File: config.mk
export PLATFORM = sky130hd
export DESIGN_NAME = txd_top
export DESIGN_NICKNAME = d
export VERILOG_FILES = /design/src/verilog/txd_top.v
export VERILOG_INCLUDE_DIRS = /design/src /design/src/verilog
export SDC_FILE = /design/constraint.sdc
export NUM_CORES = 1
export LEC_CHECK = 0
export ABC_CLOCK_PERIOD_IN_PS = 6000
export CORE_UTILIZATION = 47
export DETAILED_ROUTE_END_ITERATION = 10
export DONT_BUFFER_PORTS = 1
export PLACE_DENSITY_LB_ADDON = 0.08
export SYNTH_ARGS = -nofsm -noshare
export SYNTH_HDL_FRONTEND = slang
export SYNTH_SLANG_ARGS = --single-unit
File: constraint.sdc
create_clock -name pclk -period 6 [get_ports pclk]
set_clock_uncertainty 0.05 [all_clocks]
set_input_delay 1.2 -clock pclk [delete_from_list [all_inputs] [get_ports pclk]]
set_output_delay 1.2 -clock pclk [all_outputs]
set_load 0.05 [all_outputs]
File: src/verilog/txd_consts.vh
// constants for the transmit offload data descriptor engine
`ifndef TXD_CONSTS_VH
`define TXD_CONSTS_VH
`define TXD_A_CTRL 12'h000
`define TXD_A_DLY 12'h004
`define TXD_A_VET 12'h008
`define TXD_A_IST 12'h00c
`define TXD_A_IMSK 12'h010
`define TXD_A_STAT 12'h014
`define TXD_VET_RST 16'h8100
`define TXD_TYPE_DATA 4'h1
`define TXD_LEN_LSB 64
`define TXD_LEN_W 20
`define TXD_ADDR_LSB 0
`define TXD_ADDR_W 64
`define TXD_WORD_BYTES 4
`define TXD_TYP_LSB 84
`define TXD_CMD_LSB 88
`define TXD_OPT_LSB 104
`define TXD_VLAN_LSB 112
`define TXD_C_EOP 0
`define TXD_C_FCS_INSERT_BIT 1
`define TXD_C_TSE 2
`define TXD_C_RS 3
`define TXD_C_EXT 5
`define TXD_C_VLE 6
`define TXD_C_IDE 7
`define TXD_ST_DONE 4'h1
`define TXD_I_TXINT 0
`define TXD_I_WB 1
`define TXD_I_BAD 2
`define TXD_TICK_NS 1024
`define TXD_CLK_NS 50
`endif

File: src/verilog/txd_top.v
// transmit offload data descriptor decoder, fetcher and delay timer
`timescale 1ns/1ns
`include "txd_consts.vh"
module txd_top #(
  parameter DLY_W = 16,
  parameter TICK_CYC = (`TXD_TICK_NS + `TXD_CLK_NS - 1) / `TXD_CLK_NS
) (
  // clock and reset
  input wire pclk,
  input wire presetn,
  // apb slave
  input wire psel,
  input wire penable,
  input wire pwrite,
  input wire [11:0] paddr,
  input wire [31:0] pwdata,
  output reg [31:0] prdata,
  output wire pready,
  output wire pslverr,
  // descriptor in
  input wire desc_valid,
  output wire desc_ready,
  input wire [127:0] desc_data,
  // buffer read master
  output wire rd_req,
  output reg [63:0] rd_addr,
  input wire rd_ack,
  input wire [31:0] rd_data,
  // frame stream out
  output wire tx_valid,
  input wire tx_ready,
  output reg [31:0] tx_data,
  output reg [2:0] tx_bytes,
  output reg tx_first,
  output reg tx_last,
  output reg tx_vlan_insert,
  output reg [31:0] tx_vlan_word,
  output reg tx_fcs_append,
  output reg [7:0] tx_packet_option,
  output reg tx_segmentation,
  // status write-back
  output wire wb_valid,
  input wire wb_ready,
  output reg [3:0] wb_status,
  // interrupt
  output wire irq
);
  localparam S_IDLE = 2'd0;
  localparam S_RD = 2'd1;
  localparam S_TX = 2'd2;
  localparam S_WB = 2'd3;
  // a read word carries four bytes; a short word only ends a buffer
  localparam [`TXD_LEN_W-1:0] WORD_LEN = `TXD_WORD_BYTES;
  localparam [`TXD_ADDR_W-1:0] WORD_STEP = `TXD_WORD_BYTES;

  reg [1:0] state;
  reg global_vlan_mode_enable;
  reg [DLY_W-1:0] delay_value_field;
  reg [15:0] vlan_ethertype_register;
  reg [2:0] int_stat;
  reg [2:0] int_mask;
  reg [`TXD_LEN_W-1:0] remain;
  reg [7:0] descriptor_command_byte;
  reg in_pkt;
  reg first_word;
  reg [DLY_W-1:0] countdown;
  reg count_run;
  reg [15:0] tick_cnt;

  wire setup = psel && !penable;
  wire acc = psel && penable;
  wire wr = acc && pwrite;
  wire [`TXD_LEN_W-1:0] buffer_byte_length = desc_data[`TXD_LEN_LSB +: `TXD_LEN_W];
  wire [3:0] descriptor_type_code = desc_data[`TXD_TYP_LSB +: 4];
  wire [7:0] cmd_in = desc_data[`TXD_CMD_LSB +: 8];
  wire [7:0] packet_option_field = desc_data[`TXD_OPT_LSB +: 8];
  wire [15:0] vlan_special = desc_data[`TXD_VLAN_LSB +: 16];
  wire end_of_packet_bit = cmd_in[`TXD_C_EOP];
  wire segmentation_enable_bit = cmd_in[`TXD_C_TSE];
  wire vlan_insert_enable = cmd_in[`TXD_C_VLE];
  wire fcs_insert_bit = cmd_in[`TXD_C_FCS_INSERT_BIT];
  wire report_status_bit = descriptor_command_byte[`TXD_C_RS];
  wire interrupt_delay_enable = descriptor_command_byte[`TXD_C_IDE];
  wire take = (state == S_IDLE) && desc_valid;
  wire fmt_ok = cmd_in[`TXD_C_EXT] && (descriptor_type_code == `TXD_TYPE_DATA);
  // segmentation frame attrs ride on first, normal on last
  wire attr_here = segmentation_enable_bit ? !in_pkt : end_of_packet_bit;
  wire desc_end = (state == S_TX) && tx_ready && (remain == {`TXD_LEN_W{1'b0}});
  wire wb_done = (state == S_WB) && wb_ready;
  wire desc_fin = (desc_end && !report_status_bit) || wb_done;
  wire tick = (tick_cnt == 16'h0000);
  wire cnt_zero = count_run && tick && (countdown <= {{(DLY_W-1){1'b0}}, 1'b1});
  // event vector for the sticky status bits
  wire [2:0] ev_set;
  // a refused descriptor is flagged, never fetched
  assign ev_set[`TXD_I_BAD] = take && !fmt_ok;
  assign ev_set[`TXD_I_WB] = wb_done;
  // timer expiry; immediate on plain report
  assign ev_set[`TXD_I_TXINT] = cnt_zero || (wb_done && !interrupt_delay_enable);

  // decode of the mapped register offsets

  function is_addr;
    input [11:0] a;
    begin
      is_addr = (a == `TXD_A_CTRL) || (a == `TXD_A_DLY) || (a == `TXD_A_VET) ||
        (a == `TXD_A_IST) || (a == `TXD_A_IMSK) || (a == `TXD_A_STAT);
    end
  endfunction

  // zero wait states; unmapped address answers with an error
  assign pready = 1'b1;
  assign pslverr = acc && !is_addr(paddr);
  assign desc_ready = (state == S_IDLE);
  assign rd_req = (state == S_RD);
  assign tx_valid = (state == S_TX);
  assign wb_valid = (state == S_WB);
  assign irq = |(int_stat & int_mask);

  // read data latched in setup so it stands through the access phase
  always @(posedge pclk or negedge presetn) begin
    if (!presetn) begin
      prdata <= 32'h0000_0000;
    end else if (setup && !pwrite) begin
      case (paddr)
        `TXD_A_CTRL: prdata <= {31'h0000_0000, global_vlan_mode_enable};
        `TXD_A_DLY: prdata <= {{(32-DLY_W){1'b0}}, delay_value_field};
        `TXD_A_VET: prdata <= {16'h0000, vlan_ethertype_register};
        `TXD_A_IST: prdata <= {29'h0000_0000, int_stat};
        `TXD_A_IMSK: prdata <= {29'h0000_0000, int_mask};
        `TXD_A_STAT: prdata <= {count_run, in_pkt, state, {(28-DLY_W){1'b0}}, countdown};
        default: prdata <= 32'h0000_0000;
      endcase
    end
  end

  always @(posedge pclk or negedge presetn) begin
    if (!presetn) begin
      global_vlan_mode_enable <= 1'b0;
      delay_value_field <= {DLY_W{1'b0}};
      vlan_ethertype_register <= `TXD_VET_RST;
      int_mask <= 3'h0;
    end else if (wr) begin
      if (paddr == `TXD_A_CTRL)
        global_vlan_mode_enable <= pwdata[0];
      if (paddr == `TXD_A_DLY)
        delay_value_field <= pwdata[DLY_W-1:0];
      if (paddr == `TXD_A_VET)
        vlan_ethertype_register <= pwdata[15:0];
      if (paddr == `TXD_A_IMSK)
        int_mask <= pwdata[2:0];
    end
  end

  // sticky events; a set in the clearing cycle survives
  always @(posedge pclk or negedge presetn) begin
    if (!presetn) begin
      int_stat <= 3'h0;
    end else begin
      int_stat <= (int_stat & ~((wr && paddr == `TXD_A_IST) ? pwdata[2:0] : 3'h0)) | ev_set;
    end
  end

  // time base divider for the delay counter
  always @(posedge pclk or negedge presetn) begin
    if (!presetn)
      tick_cnt <= 16'h0000;
    else if (tick)
      tick_cnt <= TICK_CYC[15:0] - 16'h0001;
    else
      tick_cnt <= tick_cnt - 16'h0001;
  end

  // a reload in the expiry cycle still raises the expiry interrupt
  always @(posedge pclk or negedge presetn) begin
    if (!presetn) begin
      countdown <= {DLY_W{1'b0}};
      count_run <= 1'b0;
    end else if (desc_fin && interrupt_delay_enable) begin
      countdown <= delay_value_field;
      count_run <= 1'b1;
    end else if (wb_done) begin
      countdown <= {DLY_W{1'b0}};
      count_run <= 1'b0;
    end else if (cnt_zero) begin
      countdown <= {DLY_W{1'b0}};
      count_run <= 1'b0;
    end else if (count_run && tick) begin
      countdown <= countdown - {{(DLY_W-1){1'b0}}, 1'b1};
    end
  end

  always @(posedge pclk or negedge presetn) begin
    if (!presetn) begin
      state <= S_IDLE;
      rd_addr <= 64'h0000_0000_0000_0000;
      remain <= {`TXD_LEN_W{1'b0}};
      descriptor_command_byte <= 8'h00;
      in_pkt <= 1'b0;
      first_word <= 1'b0;
      tx_data <= 32'h0000_0000;
      tx_bytes <= 3'h0;
      tx_first <= 1'b0;
      tx_last <= 1'b0;
      tx_vlan_insert <= 1'b0;
      tx_vlan_word <= 32'h0000_0000;
      tx_fcs_append <= 1'b0;
      tx_packet_option <= 8'h00;
      tx_segmentation <= 1'b0;
      wb_status <= 4'h0;
    end else begin
      case (state)
        S_IDLE: begin
          if (desc_valid && fmt_ok) begin
            rd_addr <= desc_data[`TXD_ADDR_LSB +: `TXD_ADDR_W];
            remain <= buffer_byte_length;
            descriptor_command_byte <= cmd_in;
            first_word <= !in_pkt;
            tx_segmentation <= segmentation_enable_bit;
            // options only from the first descriptor
            if (!in_pkt)
              tx_packet_option <= packet_option_field;
            // vlan evaluated on the end descriptor, or on the first one under segmentation
            if (attr_here) begin
              // tag only with global mode on
              tx_vlan_insert <= vlan_insert_enable && global_vlan_mode_enable;
              tx_vlan_word <= {vlan_ethertype_register, vlan_special};
              // crc forced by tag, else by fcs bit
              tx_fcs_append <= (vlan_insert_enable && global_vlan_mode_enable) || fcs_insert_bit;
            end
            // packet closes on the end descriptor
            in_pkt <= !end_of_packet_bit;
            state <= (buffer_byte_length == {`TXD_LEN_W{1'b0}}) ? S_TX : S_RD;
            tx_bytes <= 3'h0;
            tx_last <= end_of_packet_bit && (buffer_byte_length == {`TXD_LEN_W{1'b0}});
            tx_first <= !in_pkt;
          end
        end
        S_RD: begin
          // one word at a time, descriptor order
          if (rd_ack) begin
            tx_data <= rd_data;
            tx_first <= first_word;
            first_word <= 1'b0;
            if (remain > WORD_LEN) begin
              tx_bytes <= WORD_LEN[2:0];
              remain <= remain - WORD_LEN;
              tx_last <= 1'b0;
            end else begin
              tx_bytes <= remain[2:0];
              remain <= {`TXD_LEN_W{1'b0}};
              tx_last <= descriptor_command_byte[`TXD_C_EOP];
            end
            rd_addr <= rd_addr + WORD_STEP;
            state <= S_TX;
          end
        end
        S_TX: begin
          if (tx_ready) begin
            if (remain != {`TXD_LEN_W{1'b0}})
              state <= S_RD;
            else if (report_status_bit)
              state <= S_WB;
            else
              state <= S_IDLE;
            wb_status <= `TXD_ST_DONE;
          end
        end
        S_WB: begin
          if (wb_ready)
            state <= S_IDLE;
        end
        default: state <= S_IDLE;
      endcase
    end
  end
endmodule

# After elaboration in Yosys (flattened, before gate mapping)

Index checks and enable logic that the tools add are counted.

Bitwise logic cells: 5
Shift operators: 0
Muxes and demuxes: 39
Add/subtract/negate cells: 4
Equal/unequal tests: 13
Reductions and logical operators: 57
Multiply operators: 0
$lt $le $gt $ge: 2
Div/mod/pow operators: 0

Operator list:

| kind                                                  | number |
|---|---|
| case mux 32 bit (6 select lines)                      | 1 |
| 2-to-1 mux 64 bit                                     | 2 |
| case mux 64 bit (2 select lines)                      | 1 |
| 2-to-1 mux 16 bit                                     | 5 |
| adder 64 x 3 -> 64 bit (second input constant)        | 1 |
| 2-to-1 mux 20 bit                                     | 3 |
| logical NOT 20 bit                                    | 2 |
| case mux 20 bit (2 select lines)                      | 1 |
| subtractor 16 x 1 -> 16 bit (second input constant)   | 2 |
| equality test 12 x 4 -> 1 bit (second input constant) | 2 |
| equality test 12 x 5 -> 1 bit (second input constant) | 2 |
| > comparator 20 x 3 -> 1 bit (second input constant)  | 1 |
| logical AND 1 bit                                     | 20 |
| nonzero test 20 bit                                   | 1 |
| subtractor 20 x 3 -> 20 bit (second input constant)   | 1 |
| <= comparator 16 x 1 -> 1 bit (second input constant) | 1 |
| logical NOT 16 bit                                    | 1 |
| 2-to-1 mux 2 bit                                      | 7 |
| AND reduction 2 bit                                   | 7 |
| equality test 12 x 3 -> 1 bit (second input constant) | 1 |
| logical NOT 12 bit                                    | 1 |
| 2-to-1 mux 3 bit                                      | 4 |
| 2-to-1 mux 1 bit                                      | 10 |
| AND reduction 3 bit                                   | 3 |
| other kinds (19)                                      | 40 |

Bits in latches: 0
RAM bits: 0
Memories: 0
Output and inout port bits: 187
Register bits: 281
Memory bits (read-only): 0
Input port bits: 213

# Longest topological paths before layout

Word-level depth: 8
Mapped depth: 10

# Worst setup path before layout

OpenSTA, ideal clock, no wires.

Path kind: input -> output
Start: in paddr[7]
End: out pslverr
Path buffers: 0
Path slack: 2.328 ns
Stages on the path: 4
Required time: 4.750 ns
Data arrival time: 2.422 ns
Path through: or4_1 -> nor4_2 -> nand2_1 -> and3_1

Word-level cells in the longest chain between the ends: 8
Elaborated cells on any way between the ends: 13

RTL lines:

| element                                                             | RTL line      | source |
|---|---|---|
| start: declaration                                                  | txd_top.v:15  | `input wire [11:0] paddr,` |
| equality test 12 x 3 -> 1 bit or logical NOT 12 bit (tied branches) | n/a           |  |
| logical OR 1 bit (4 in series)                                      | txd_top.v:106 | `` is_addr = (a == `TXD_A_CTRL) \|\| (a == `TXD_A_DLY) \|\| (a == `TXD_A_VET) \|\| `` |
| logical OR 1 bit (*)                                                | txd_top.v:106 |  |
| logical NOT 1 bit (*)                                               | txd_top.v:113 | `assign pslverr = acc && !is_addr(paddr);` |
| logical AND 1 bit (*)                                               | txd_top.v:113 |  |
| end: declaration                                                    | txd_top.v:19  | `output wire pslverr,` |

Every way passes the cells marked *; elsewhere a longest branch is shown, timed or not.

# Worst setup path in the final report

Ends and elaborated chain as after synthesis.

==> qor.txt <==
Status -> finished, final reports clean
Vias -> 10747
Internal Pwr Total -> 3.96 mW
Clock Path Buffers -> 3
Hold Crit Class -> primary input to async pin
Syn-to-layout area delta -> 8.66%
Syn Inst Count -> 1370
Post-cts sizing count -> 0
P_leak -> 6.09 nW
Switching portion of total power -> 47.5%
Reg clk slew, reported paths -> 60 ps
CP Max Fanout -> 4
Simple-gate area share of the yosys netlist -> 18.2%
H-tree depth -> 1
Clock Root Buffer -> clkbuf_16
Yosys reg bits -> 264
Nets -> 1551
Asr flop ratio synth -> 100%
Synth unique cells -> 76
XOR/XNOR share of the synthesized area -> 0.647%
Post-synthesis adder-cell area fraction -> 0.740%
Grt peak-use layer -> met2
TritonCTS clock tree -> done
DRT antenna net count -> 0
GR Util met2 -> 41.0%
Total GRT Usage -> 25.3%
Cts hold-fix bufs -> 0
Share of post-route cells with drive strength above 1 -> 15.0%
Power Dens Cells -> 514 nW/um^2
Rows -> 61
EDFF count, synth -> 0
Slew headroom -> 29.6%
Core area -> 28000 um^2
Setup ws final -> 2010 ps
Placed Cells -> 1676
Hpwl dp -> 26500 um
Psw -> 3.59 mW
Sequential share of the synthesized area -> 48.9%
Main combinational cell family by area after synthesis -> simple AND/OR/NAND/NOR gates
Reg2reg setup slack -> 2450 ps
Antenna violations before repair -> 3
Dpl ws -> 1920 ps
Post-route insts no fill -> 1730
Max stage delay on crit path -> 530 ps
Average cell area after synthesis -> 9.87 um^2
Met1 global-route usage -> 33.0%
Mux contribution to synthesized area -> 10.3%
Worst Path Required -> 4750 ps
Synth Warn # -> 0
Sequential share of power -> 55.7%
Die area -> 29500 um^2
Initial DRC count -> 870
Aggregate global routing overflow -> 0
Final setup viols -> 0
Max-Cap Viols -> 0
Clk pwr share -> 24.0%
CP Launch Type -> primary input
Die Wd -> 172 um
Tcrit/Tclk final -> 66.5%
WL/cell -> 22.0 um
Synth Area in Compound Gates -> 17.2%
R2r endpoint -> rd_addr[58]
Routed Wire Length -> 38100 um
Met3 Use GR -> 7.34%
Pre-antenna DRT Iters -> 8
FF-to-FF path depth -> 7
CTS buffer count -> 30
Largest net degree at the start of global routing -> 265
Starting density of the core -> 48.3%
Setup crit end kind -> primary output
Vert. Die Dim -> 172 um
Arrival @ worst endpoint -> 2740 ps
CP cell instances -> or4_1 > nor4_2 > nand2_1 > and3_1
RSZ-0062 raised after global routing -> no
Max frequency -> 251 MHz
Number of I/O port buffers -> 0
Number of top-level pins -> 400
Fin. Hold Viols -> 0
First-pass GRT wire length -> 58100 um
# DRC -> 0
Clock Latency Late Sink -> 550 ps
Worst slew pin tran -> 1050 ps
Slowest CP cell -> or4_1
Tmin final -> 3990 ps
Mapped Area -> 13500 um^2
Worst Path Class, Setup -> primary input to primary output
Fin Hold WS -> 308 ps
Slew Viols, Final -> 0
Sink Count -> 264
Most used DFF post-synth -> dfrtp_1
Fin Setup TNS -> 0 ps
Combinational power share -> 20.3%
Drt via density -> 6.21
Reg-to-Reg Start -> rd_addr[2]
GP Congestion -> 0.855
Vias in the first global route -> 10199
Peak VDD IR -> 0.000294 V
# Post-CTS Setup Buffers -> 0
## cells by family after synthesis
family                   after synthesis
XOR/XNOR                              10
AO/OA/AOI/OAI                        364
AND/OR/NAND/NOR                      480
multiplexers                         124
other                                  2
adder cells (fa/ha/maj)                8
flip-flops                           264
buffers and inverters                118
## state kept, by name, summed over array words and instances (netlist names), 16 cells and up
| register | count |
|---|---|
| tx_vlan_word | 32 |
| rd_addr | 64 |
| vlan_ethertype_register | 16 |
| tick_cnt | 16 |
| tx_data | 32 |
| prdata | 20 |
| countdown | 16 |
| remain | 20 |
| delay_value_field | 16 |
## routing by layer
layer  wire [um]  vias to the layer above
met5          11                        -
met4         893                        2
met3        3400                       54
met2       18300                      413
met1       15500                     5282
li1            -                     4996
## layout make-up
cell class | instances | area [um^2]
clock buffer | 47 | 936
inverter | 20 | 77.6
sequential | 264 | 6610
multi-input combinational | 1002 | 6450
antenna | 2 | 5.00
fill | 2570 | 13300
clock inverter | 5 | 53.8
tap | 378 | 473
timing repair buffer | 12 | 90.1
## power groups by stage
stage | Sequential (mW) | Combinational, mW | Clock (mW)
global route | 4.28 | 1.72 | 1.94
finish | 4.20 | 1.53 | 1.82
CTS | 4.20 | 1.54 | 1.86
detailed placement | 4.23 | 1.53 | 0
floorplan | 3.98 | 1.31 | 0
global placement | 4.23 | 1.50 | 0
## cells in the final DEF (no fill, tap or decap), drive strengths merged, types with 8 or more instances in the layout
cell type  netlist  layout
and2            10      10
a22o            12      12
nand2          145     145
or4             15      15
and3            14      14
mux2i           12      12
and4             8       8
dfrtp          262     262
o22ai           27      27
nor3            33      33
buf             38      12
o21ai           92      92
conb             2      16
a211oi          13      13
inv             20      21
a2bb2oi         11      11
a222oi          14      14
nor4            30      30
a31oi            8       8
nor2            97      97
clkbuf          59      47
nand4           25      25
or3             20      20
ha               8       8
nand3           50      50
o22a             9       9
mux2           111     111
a21oi          114     114
## per-stage QoR
step / power [mW] / area [um^2] / utilization, %
finish: 7.55 / 14700 / 52.5
floorplan: 5.29 / 13600 / -
CTS: 7.60 / 14700 / 52.5
detailed placement: 5.77 / 13700 / 48.9
global placement: 5.72 / 13700 / 48.9
global route: 7.94 / 14700 / 52.5
## how the worst max path moves through the flow
stage | start | endpoint | slack (ps) | cells past startpoint
floorplan | paddr[7] | pslverr | 2330 | 4
global placement | desc_data[85] | remain[14] | 1950 | 6
detailed placement | desc_data[85] | remain[14] | 1920 | 6
CTS | paddr[7] | pslverr | 1960 | 4
global route | paddr[7] | pslverr | 1880 | 4
finish | paddr[7] | pslverr | 2010 | 4
## critical path: cells and delay by family
family	cells	cell delay [ps]
and+or+nand+nor	4	1530
## cell usage after synthesis (7+ instances only)
library cell | n | share of area [%]
nor3_1 | 32 | 1.2
nor2_1 | 97 | 2.7
nand2_1 | 145 | 4.0
o22a_1 | 9 | 0.58
o22ai_1 | 27 | 1.2
nor4_1 | 23 | 1.1
mux2i_1 | 12 | 0.89
a2bb2oi_1 | 11 | 0.71
nand4_1 | 24 | 1.1
and2_1 | 10 | 0.46
ha_1 | 8 | 0.74
and3_1 | 14 | 0.65
a22oi_1 | 7 | 0.39
clkbuf_1 | 59 | 1.6
or3_1 | 20 | 0.92
dfrtp_1 | 262 | 48
a22o_1 | 12 | 0.78
buf_1 | 10 | 0.28
a21oi_1 | 114 | 4.2
buf_2 | 7 | 0.26
nand2b_1 | 7 | 0.32
buf_4 | 19 | 1.1
a211oi_1 | 13 | 0.72
or4_1 | 13 | 0.72
nand3_1 | 50 | 1.8
inv_1 | 19 | 0.53
a31oi_1 | 8 | 0.37
mux2_2 | 111 | 9.2
a222oi_1 | 14 | 1.0
and4_1 | 8 | 0.52
o21ai_0 | 92 | 3.4
Note: power is estimated with default switching activity, not from simulation.
